### config.mk
export PLATFORM = sky130hd
export DESIGN_NAME = ssp_converter
export DESIGN_NICKNAME = d
export VERILOG_FILES = /design/src/ssp_pkg.sv /design/src/ssp_fifo.sv /design/src/ssp_converter.sv
export SDC_FILE = /design/constraint.sdc
export NUM_CORES = 1
export LEC_CHECK = 0
export BUFFER_PORTS_ARGS = -buffer_cell sky130_fd_sc_hd__buf_2
export CORE_MARGIN = 3
export CORE_UTILIZATION = 30
export DETAILED_ROUTE_END_ITERATION = 7
export PLACE_DENSITY = 0.48
export SYNTH_ARGS = -nofsm -noshare
export SYNTH_HDL_FRONTEND = slang
export SYNTH_SLANG_ARGS = --single-unit
export TNS_END_PERCENT = 50
### constraint.sdc
create_clock -name mclk_i -period 3 [get_ports mclk_i]
set_clock_uncertainty 0.05 [all_clocks]
set_input_delay 0.3 -clock mclk_i [delete_from_list [all_inputs] [get_ports mclk_i]]
set_output_delay 0.3 -clock mclk_i [all_outputs]
set_load 0.02 [all_outputs]
### src/ssp_pkg.sv
// Shared types and constants of the slave serial/parallel converter.
// Assumes one 40 MHz core clock; all other timing is derived from it.
package ssp_pkg;

  // ****************************************************************
  // Clock and timing
  // ****************************************************************
  localparam int CLK_NS = 25;     // Core clock period, ns
  localparam int SYNC_NS = 50;    // Least stall time around a load, ns
  // Stall length in core cycles, rounded up
  localparam logic [1:0] SYNC_CYC =
    2'((SYNC_NS + CLK_NS - 1) / CLK_NS);

  // ****************************************************************
  // Word lengths and buffering
  // ****************************************************************
  localparam logic [4:0] WORD_BITS = 5'h10;  // Long transfer
  localparam logic [4:0] BYTE_BITS = 5'h08;  // Short transfer
  localparam int FIFO_WIDTH = 16;            // Received word width
  localparam int FIFO_DEPTH = 16;            // Received word slots

  // ****************************************************************
  // Values after reset
  // ****************************************************************
  localparam logic [2:0] SEL_RST = 3'h7;     // Select idles high
  localparam logic [2:0] LINE_RST = 3'h0;    // Other synchronisers

  // Transfer sequencer, one-hot
  typedef enum logic [3:0] {
    st_idle  = 4'h1,
    st_load  = 4'h2,
    st_shift = 4'h4,
    st_done  = 4'h8
  } ssp_state_e;

  // Two 8-bit halves of the shift/parallel store
  typedef struct packed {
    logic [7:0] hi;   // Upper byte, bits 15:8
    logic [7:0] lo;   // Lower byte, bits 7:0
  } ssp_word_s;

  // Static configuration bits
  typedef struct packed {
    logic cpol;        // Idle clock level
    logic cpha;        // 0: sample leading edge, 1: trailing
    logic p2s;         // 0: serial_to_parallel, 1: parallel_to_serial
    logic len8;        // 0: 16 bits, 1: 8 bits (low byte)
    logic src_adc;     // Short load source: 0 counter zero, 1 ADC
    logic adc_buf_en;  // Low byte of the parallel word acts as ADC sample buffer
  } ssp_cfg_s;

  // Parallel sources for a load
  typedef struct packed {
    logic [7:0] cnt0;  // state_counter_zero value
    logic [7:0] cnt1;  // state_counter_one value, low eight bits
    logic [7:0] adc;   // ADC result
  } ssp_par_s;

  // Whole state of the converter
  typedef struct packed {
    ssp_state_e st;        // Sequencer state
    logic [2:0] sclk_q;    // Link clock synchroniser and history
    logic [2:0] sel_q;     // Select synchroniser and history
    logic [1:0] mosi_q;    // Serial input synchroniser
    logic [2:0] adck_q;    // ADC buffer clock synchroniser
    ssp_word_s sreg;       // Shift/parallel store
    logic [4:0] bitcnt;    // Bits sampled in this frame
    logic [1:0] synccnt;   // Cycles of stall left
    ssp_word_s word;       // Parallel word to the cells
    logic miso;            // Serial output bit
    logic oe_n;            // Serial output enable, low drives
    logic irq;             // Transfer done
    logic sync;            // Stall for the clocked cells
    logic push;            // Word offered to the buffer
    logic overrun;         // Word refused by a full buffer
    logic adc_pend;        // ADC capture one cycle later
  } ssp_regs_s;

endpackage : ssp_pkg

### src/ssp_fifo.sv
// Received-word buffer: a shifting queue of flip-flops.
// Assumes writer and reader share the core clock.
module ssp_fifo #(
  parameter int WIDTH = 16,
  parameter int DEPTH = 16
) (
  // Clock and reset
  input wire logic clk_i,
  input wire logic rst_n_i,
  // Filling side
  input wire logic in_valid_i,
  input wire logic [WIDTH-1:0] in_data_i,
  output logic in_ready_o,
  // Draining side
  output logic out_valid_o,
  output logic [WIDTH-1:0] out_data_o,
  input wire logic out_ready_i
);

  localparam int CW = $clog2(DEPTH + 1);

  // Whole buffer state
  typedef struct packed {
    logic [DEPTH-1:0][WIDTH-1:0] mem;  // Entry 0 is the head
    logic [CW-1:0] cnt;                // Words held
    logic vld;                         // Head holds a word
  } ssp_fifo_s;

  ssp_fifo_s s;
  ssp_fifo_s next_s;
  logic pop;
  logic push;
  logic [CW-1:0] wr_idx;

  // Full refuses writes
  assign in_ready_o = (s.cnt != CW'(DEPTH));
  assign out_valid_o = s.vld;
  assign out_data_o = s.mem[0];

  // ****************************************************************
  // Next state
  // ****************************************************************
  always_comb begin
    next_s = s;
    pop = s.vld & out_ready_i;
    push = in_valid_i & in_ready_o;
    wr_idx = pop ? s.cnt - 1'b1 : s.cnt;
    // Shift every entry towards the head
    if (pop) begin
      for (int i = 0; i < DEPTH - 1; i++) begin
        next_s.mem[i] = s.mem[i + 1];
      end
      next_s.mem[DEPTH - 1] = '0;
    end
    // Write behind the last word held
    if (push) begin
      next_s.mem[wr_idx] = in_data_i;
    end
    next_s.cnt = s.cnt + CW'(push) - CW'(pop);
    next_s.vld = (next_s.cnt != '0);
  end

  // State register
  always_ff @(posedge clk_i or negedge rst_n_i) begin
    if (!rst_n_i) begin
      s <= '0;
    end else begin
      s <= next_s;
    end
  end
endmodule : ssp_fifo

### src/ssp_converter.sv
// Slave serial/parallel converter with a received-word buffer.
// Assumes link clock, select and serial input arrive from outside the
// core clock domain and are slower than a quarter of the core clock.

module ssp_converter (
  // Clock and reset
  input wire logic mclk_i,
  input wire logic rst_n_i,
  // Link from the routing fabric and pin
  input wire logic sclk_i,
  input wire logic chip_select_n_i,
  input wire logic mosi_i,
  output logic miso_o,
  output logic miso_oe_n_o,
  // Configuration
  input wire ssp_pkg::ssp_cfg_s cfg_i,
  // Parallel sources
  input wire ssp_pkg::ssp_par_s par_i,
  input wire logic adc_clk_i,
  // Parallel word and events
  output ssp_pkg::ssp_word_s rx_word_o,
  output logic irq_o,
  output logic sync_o,
  // Received-word stream
  output logic [ssp_pkg::FIFO_WIDTH-1:0] rx_data_o,
  output logic rx_valid_o,
  input wire logic rx_ready_i,
  output logic rx_overrun_o
);

  // ****************************************************************
  // State
  // ****************************************************************
  ssp_pkg::ssp_regs_s s;       // Registered state
  ssp_pkg::ssp_regs_s next_s;  // Next state
  logic fifo_in_ready;         // Buffer can take a word
  logic rise;                  // Link clock rose
  logic fall;                  // Link clock fell
  logic samp;                  // Sampling edge of this mode
  logic chg;                   // Changing edge of this mode
  logic sel_fall;              // Frame starts
  logic sel_rise;              // Frame ends
  logic tx_ok;                 // Output direction allowed
  logic last;                  // This sample ends the word
  logic [15:0] shifted;        // Store with the new bit in

  // ****************************************************************
  // Edge and frame decode
  // ****************************************************************
  always_comb begin
    // Edges seen on the second synchroniser stage only
    rise = s.sclk_q[1] & ~s.sclk_q[2];
    fall = ~s.sclk_q[1] & s.sclk_q[2];
    // Same polarity and phase sample on rise, else on fall
    samp = (cfg_i.cpol == cfg_i.cpha) ? rise : fall;
    chg = (cfg_i.cpol == cfg_i.cpha) ? fall : rise;
    sel_fall = ~s.sel_q[1] & s.sel_q[2];
    sel_rise = s.sel_q[1] & ~s.sel_q[2];
    // Output direction needs phase 1
    tx_ok = cfg_i.p2s & cfg_i.cpha;
    // Word length from the length bit
    last = cfg_i.len8 ? (s.bitcnt == ssp_pkg::BYTE_BITS - 5'h01)
                      : (s.bitcnt == ssp_pkg::WORD_BITS - 5'h01);
    // Input bit enters at the bottom, MSB leaves first
    shifted = {s.sreg[14:0], s.mosi_q[1]};
  end

  // ****************************************************************
  // Next state
  // ****************************************************************
  always_comb begin
    next_s = s;
    // Synchronisers; first stage feeds only the second
    next_s.sclk_q = {s.sclk_q[1:0], sclk_i};
    next_s.sel_q = {s.sel_q[1:0], chip_select_n_i};
    next_s.mosi_q = {s.mosi_q[0], mosi_i};
    next_s.adck_q = {s.adck_q[1:0], adc_clk_i};
    // Pulses last one cycle
    next_s.push = 1'b0;
    next_s.adc_pend = 1'b0;
    // A word offered while full is lost and flagged
    next_s.overrun = s.push & ~fifo_in_ready;

    // ADC sample buffer, captured one cycle after the clock edge
    if (cfg_i.adc_buf_en && s.adck_q[1] && !s.adck_q[2]) begin
      next_s.adc_pend = 1'b1;
    end
    if (s.adc_pend) begin
      next_s.word.lo = par_i.adc;
    end

    unique case (s.st)
      // Wait for a frame
      ssp_pkg::st_idle: begin
        if (sel_fall) begin
          next_s.bitcnt = 5'h00;
          next_s.irq = 1'b0;
          if (tx_ok) begin
            // Drive the output and stall the cells for the load
            next_s.oe_n = 1'b0;
            next_s.sync = 1'b1;
            next_s.synccnt = ssp_pkg::SYNC_CYC - 2'h1;
            next_s.st = ssp_pkg::st_load;
          end else begin
            // Input only; with phase 0 the master presets bit one
            next_s.st = ssp_pkg::st_shift;
          end
        end
      end
      // Stall held, then take the parallel word
      ssp_pkg::st_load: begin
        if (s.synccnt == 2'h0) begin
          next_s.sync = 1'b0;
          if (cfg_i.len8) begin
            // Short word sits in the low byte
            next_s.sreg.hi = 8'h00;
            next_s.sreg.lo = cfg_i.src_adc ? par_i.adc
                                           : par_i.cnt0;
          end else begin
            next_s.sreg.hi = par_i.cnt0;
            next_s.sreg.lo = par_i.cnt1;
          end
          next_s.st = ssp_pkg::st_shift;
        end else begin
          next_s.synccnt = s.synccnt - 2'h1;
        end
      end
      // Move bits on the link edges
      ssp_pkg::st_shift: begin
        if (chg && cfg_i.p2s) begin
          // Present the next bit, MSB of the chosen length first
          next_s.miso = cfg_i.len8 ? s.sreg.lo[7]
                                   : s.sreg.hi[7];
          next_s.sreg = {s.sreg[14:0], 1'b0};
        end
        if (samp) begin
          next_s.bitcnt = s.bitcnt + 5'h01;
          if (!cfg_i.p2s) begin
            next_s.sreg = shifted;
          end
          if (last) begin
            next_s.irq = 1'b1;
            next_s.st = ssp_pkg::st_done;
            if (!cfg_i.p2s) begin
              // Upper byte to cells A, lower byte to cells B
              if (cfg_i.len8) begin
                next_s.word.lo = shifted[7:0];
              end else begin
                next_s.word = shifted;
              end
              next_s.push = 1'b1;
            end
          end
        end
      end
      // Word complete; wait for the frame to end
      ssp_pkg::st_done: begin
        next_s.st = ssp_pkg::st_done;
      end
    endcase

    // Frame end wins over every state
    if (sel_rise) begin
      next_s.st = ssp_pkg::st_idle;
      next_s.oe_n = 1'b1;
      next_s.irq = 1'b0;
      next_s.sync = 1'b0;
    end
  end

  // ****************************************************************
  // State register
  // ****************************************************************
  always_ff @(posedge mclk_i or negedge rst_n_i) begin
    if (!rst_n_i) begin
      s <= '0;
      s.st <= ssp_pkg::st_idle;
      s.sel_q <= ssp_pkg::SEL_RST;
      s.sclk_q <= ssp_pkg::LINE_RST;
      s.adck_q <= ssp_pkg::LINE_RST;
      s.oe_n <= 1'b1;
    end else begin
      s <= next_s;
    end
  end

  // ****************************************************************
  // Received-word buffer
  // ****************************************************************
  ssp_fifo #(
    .WIDTH(ssp_pkg::FIFO_WIDTH),
    .DEPTH(ssp_pkg::FIFO_DEPTH)
  ) u_fifo (
    .clk_i(mclk_i),
    .rst_n_i(rst_n_i),
    .in_valid_i(s.push),
    .in_data_i(s.word),
    .in_ready_o(fifo_in_ready),
    .out_valid_o(rx_valid_o),
    .out_data_o(rx_data_o),
    .out_ready_i(rx_ready_i)
  );

  // Outputs straight from the state register
  assign miso_o = s.miso;
  assign miso_oe_n_o = s.oe_n;
  assign rx_word_o = s.word;
  assign irq_o = s.irq;
  assign sync_o = s.sync;
  assign rx_overrun_o = s.overrun;
endmodule : ssp_converter

# Yosys cells after proc, flatten, opt, wreduce, memory -nomap -nowiden
# Cells that the tools add are included.
# word_totals
regBits,323
in_bits,37
output_inout_bits,38
word_cells,150
# classes
add_sub_neg,5
order_cmp,2
n_eq_ne,18
muxes,50
bitwise_logic,15
reduce_logical,24
# ops
operator,count
$mux W256,2
$bwmux W256,1
$mux W16,5
$demux W16 S4,1
$mux W8,5
$pmux W16 S2,1
$mux W21,1
$mux W4,5
$mux W1,16
$pmux W4 S4,1
$reduce_and A4 Y1,4
$ne A3 B3 Y1 const B,5
$reduce_bool A2 Y1,6
$ne A2 B2 Y1 const B,5
$pmux W5 S2,1
$mux W3,3
$mux W9,1
$and A1 B1 Y1,8
$mux W7,1
$not A1 Y1,7
$reduce_and A3 Y1,2
$reduce_bool A3 Y1,2
$add A5 B1 Y5,1
$add A5 B1 Y5 const B,1
other kinds (23),29

# Logic depth before layout (Yosys ltp)
# logic_depth
depth_word,8
mapped_depth,14
mapped_depth_nobuf,12

# Hierarchy
# A second synthesis with hierarchy kept.
# unflattened
cells_unflattened,1238
area_unflattened_um2,16084.2
# by_module_without_submodules
mod,n_inst,cells_per_inst,area_per_inst_um2,seq_area_each_um2
ssp_fifo,1,947,12919.9,6556.3
ssp_converter,1,291,3164.3,1532.7

# Least setup slack after synthesis
# Ideal clock, no wire load.
# synth_timing
kind,flip-flop to flip-flop
from,"register u_fifo.s, in the netlist u_fifo.out_valid_o"
to,"register u_fifo.s, in the netlist u_fifo.out_valid_o"
setup_time_ps,146
t_arrival_ps,3322
t_required_ps,2804
slack_ps,-518
stages_incl_launch_ff,15
path_buffers,2
period_less_slack_ps,3518
path_cell_list,dfrtp_1 nand2_2 inv_2 clkbuf_1 clkbuf_1 ha_1 inv_1 ha_1 inv_1 fa_1 o21bai_1 a21oi_1 xnor2_1 nor2_1 or4b_2
# synth_lines
element,line_no,source
from (decl),ssp_fifo.sv:29,ssp_fifo_s s;
from (signal assigned),ssp_fifo.sv:68,s <= next_s;

==> flow_metrics.py <==
metrics = {
    "die": {
        "rows": 82,
        "fp.dieH_um": 234,
        "ios": 75,
        "die-area_sq_um": 54800,
        "start_util": 0.307,
        "core_area_sq_um": 50800,
        "die_w_um": 234,
    },
    "synthesis": {
        "synthCells": 1651,
        "synth-simple-area-share": 0.172,
        "synth_cell_types": 62,
        "synth_fa_ha_area_frac": 0.0117,
        "synth_edf_count": 0,
        "yosysTopAreaCellShare": 0.510,
        "synthesis.nets": 1702,
        "syn_avg_cell_area_sq_um": 9.46,
        "ys_seq_elements": 323,
        "synthXorXnorAreaFrac": 0.00697,
        "synth_compound_area_frac": 0.0944,
        "synth_area_leaders": "dfrtp_1, nand2_1, mux2i_1",
        "synth_top_family_by_area": "simple AND/OR/NAND/NOR gates",
        "yosysTopAreaCell": "dfrtp_1",
        "ys_warn_count": 0,
        "muxShareOfSynthArea": 0.149,
        "seq_area_frac_synth": 0.518,
        "async_flop_share": 1.00,
        "yosys_most_used_dff": "dfrtp_1",
        "post_synth_instance_area_sq_um": 15600,
    },
    "finish": {
        "drive_above_1_share": 0.179,
        "layout.nets": 1728,
        "layout_commonest_cell": "nand2_1",
        "finalNonFillerCells": 2373,
        "final_cell_mix": "nand2_1, dfrtp_1, o21ai_0, mux2i_1, mux2_2",
        "num_antenna_cells": 0,
        "final_area_sq_um": 18000,
        "areaGrowthSynthToFinish_pct": 15.5,
    },
    "clocking": {
        "cts_max_level": 2,
        "clock-sinks": 323,
        "cts_tree": "built",
        "clk_pin_slew_worst_paths_ns": 0.06,
        "clockBufferDepth": 3,
        "clock_latency_ns": 0.53,
        "cts_buffers": 37,
        "root_buffer": "clkbuf_16",
    },
    "placement": {
        "dpl-instance-area_sq_um": 16700,
        "globalplace.congestion": 0.776,
        "numPortBuffers": 74,
        "hpwl_mm": 24.0,
        "dp.cells": 2303,
    },
    "job": {
        "max_cap_viol_count": 0,
    },
    "routing": {
        "routed_wl_mm": 39.3,
        "wl_per_cell_um": 16.5,
        "dr.pass1.iters": 5,
        "drc": 0,
        "dr_total_vias": 11477,
        "drt-initial-drc-count": 732,
        "viasPerCell": 4.84,
        "postRouteAntennaNets": 0,
    },
    "pwr": {
        "total_power_mw": 11.9,
        "leakage_nw": 8.84,
        "power_switching_mw": 3.69,
        "pwr-share-seq": 0.410,
        "sw_frac_of_total": 0.310,
        "share_comb_of_total_power": 0.199,
        "power_density_nw_per_um2": 660,
        "pwr-share-clk": 0.390,
        "p_int_mw": 8.20,
        "ir_worst_vdd_uv": 451,
    },
    "grt": {
        "antenna_found_initial": 1,
        "grt_overflow": 0,
        "grt_pass1_vias": 11617,
        "grt_pass1_wl_mm": 64.1,
        "grt_max_degree": 173,
        "track_usage": 0.145,
    },
    "sta": {
        "finalSetupViolations": 0,
        "maxSlewHeadroom": 0.244,
        "setup_tns_ns": 0,
        "drv_slew": 0,
        "tightest_slew_ns": 1.13,
        "finalHoldViolCount": 0,
        "rsz0062_at_grt": "no",
        "fmax_mhz": 359,
        "period_needed_ns": 2.79,
        "fin_crit_sh": 0.929,
    },
    "critical_path": {
        "cp_top_family": "simple AND/OR/NAND/NOR gates",
        "crit_path_max_incr_delay_ns": 0.58,
        "worstSetupPathType": "register to register",
        "required_ns": 3.33,
        "crit_buf_inv": 2,
        "cp_data_arrival_time_ns": 3.12,
        "critical_path_depth": 12,
        "critPathCaptureType": "register",
        "reg2regPathDepth": 12,
        "slowest_stage": "or4b_2",
        "critPathMaxFanout": 4,
        "crit_chain": "inv_1 -> ha_1 -> nand3_1 -> and2_1 -> ha_1 -> inv_1 -> fa_2 -> o21bai_1 -> a21oi_1 -> xnor2_1 -> nor2_1 -> or4b_2",
        "cp-start-kind": "register",
    },
    "status": {
        "status": "finished, final reports clean",
    },
    "worst_hold_path": {
        "min_path_type": "primary input to register",
        "min_path_cells": 3,
    },
}
==> final cells by class <==
type                    count  area [sq um]
inverters                  19          73.8
fillers                  5159         32800
clock inverters            10           133
clock buffers              53          1110
flip-flops and latches    323          8090
multi-input cells        1169          6870
repair buffers            127           906
well taps                 672           841
==> final timing paths <==
check	slack [ns]	to	start
setup reg to reg	0.21	u_fifo.out_valid_o	u_fifo.s[2]
hold / removal	0.04	s[45]	par_i[23]
hold reg to reg	0.30	s[50]	next_s[50]
setup / recovery	0.21	u_fifo.out_valid_o	u_fifo.s[2]
max in group asynchronous	1.79	u_fifo.s[37]	rst_n_i
min in group asynchronous	0.27	u_fifo.s[79]	rst_n_i
==> stage by stage <==
step | hold slack (ns) | worst slack [ns] | util
5_1_grt | 0.0411 | 0.0228 | 0.355
4_1_cts | 0.0161 | 0.131 | 0.355
3_3_place_gp | 0.252 | 0.218 | 0.329
6_report | 0.0434 | 0.214 | 0.355
2_1_floorplan | -0.0456 | 0.0370 | -
3_5_place_dp | 0.246 | 0.146 | 0.329
==> synth_stat cells, drive strengths merged (2+ instances only) <==
library cell	n
buf	47
o21ai	133
nand4b	2
nand2	540
nor2	83
ha	13
clkbuf	93
nor4b	2
nor3	6
xnor2	7
a21o	2
a21oi	29
a22oi	8
dfrtp	318
nand2b	7
a22o	2
dfstp	5
nand3	11
o21bai	3
inv	19
xor2	2
o2111ai	3
o22ai	8
mux2	105
mux2i	115
a211o	2
and2	4
a31oi	50
a211oi	4
a21boi	3
and3	2
or3	3
nor4	4
==> worst reg2reg max path, cell delays in order (launching register included) <==
cell	delay, ns
dfrtp_1	0.38
inv_1	0.10
ha_1	0.22
nand3_1	0.09
and2_1	0.14
ha_1	0.18
inv_1	0.07
fa_2	0.36
o21bai_1	0.14
a21oi_1	0.09
xnor2_1	0.15
nor2_1	0.10
or4b_2	0.58
==> metal layers <==
metal,global-route usage,wire length [um],vias to the layer above
met1,0.200,18800,5717
met2,0.237,18400,140
met5,0,0,-
met3,0.0215,1090,57
li1,-,-,5563
met4,0.0407,999,0
==> repair_timing <==
item / 4_1_cts / 5_1_grt
endpoints found under the hold margin: 60 / 0
hold buffers: 6 / 0
setup endpoints to repair: 0 / 1
gates resized for setup: 0 / 1
setup buffers: 0 / 1
==> kinds of logic (layout without fill, tap and decap cells) <==
kind of cell | after synthesis | after routing
compound gates | 253 | 253
mux | 220 | 220
flops | 323 | 323
xor+xnor | 10 | 10
simple gates | 672 | 672
buf+inv | 159 | 209
fa+ha+maj | 14 | 14
==> state kept, by name (all words and copies together) (netlist names), 7 cells and up <==
signal,flops
u_fifo.out_data_o,16
s,33
u_fifo.s,245
next_s,7
rx_word_o,16
==> power groups by stage <==
stage / Clock [mW] / Sequential, mW / Combinational [mW]
finish: 4.64 / 4.88 / 2.37
global route: 4.97 / 4.92 / 2.60
CTS: 4.79 / 4.88 / 2.39
detailed placement: 0 / 4.96 / 2.37
global placement: 0 / 4.95 / 2.35
floorplan: 0 / 4.85 / 1.64
Power figures use the tool's default switching activity.
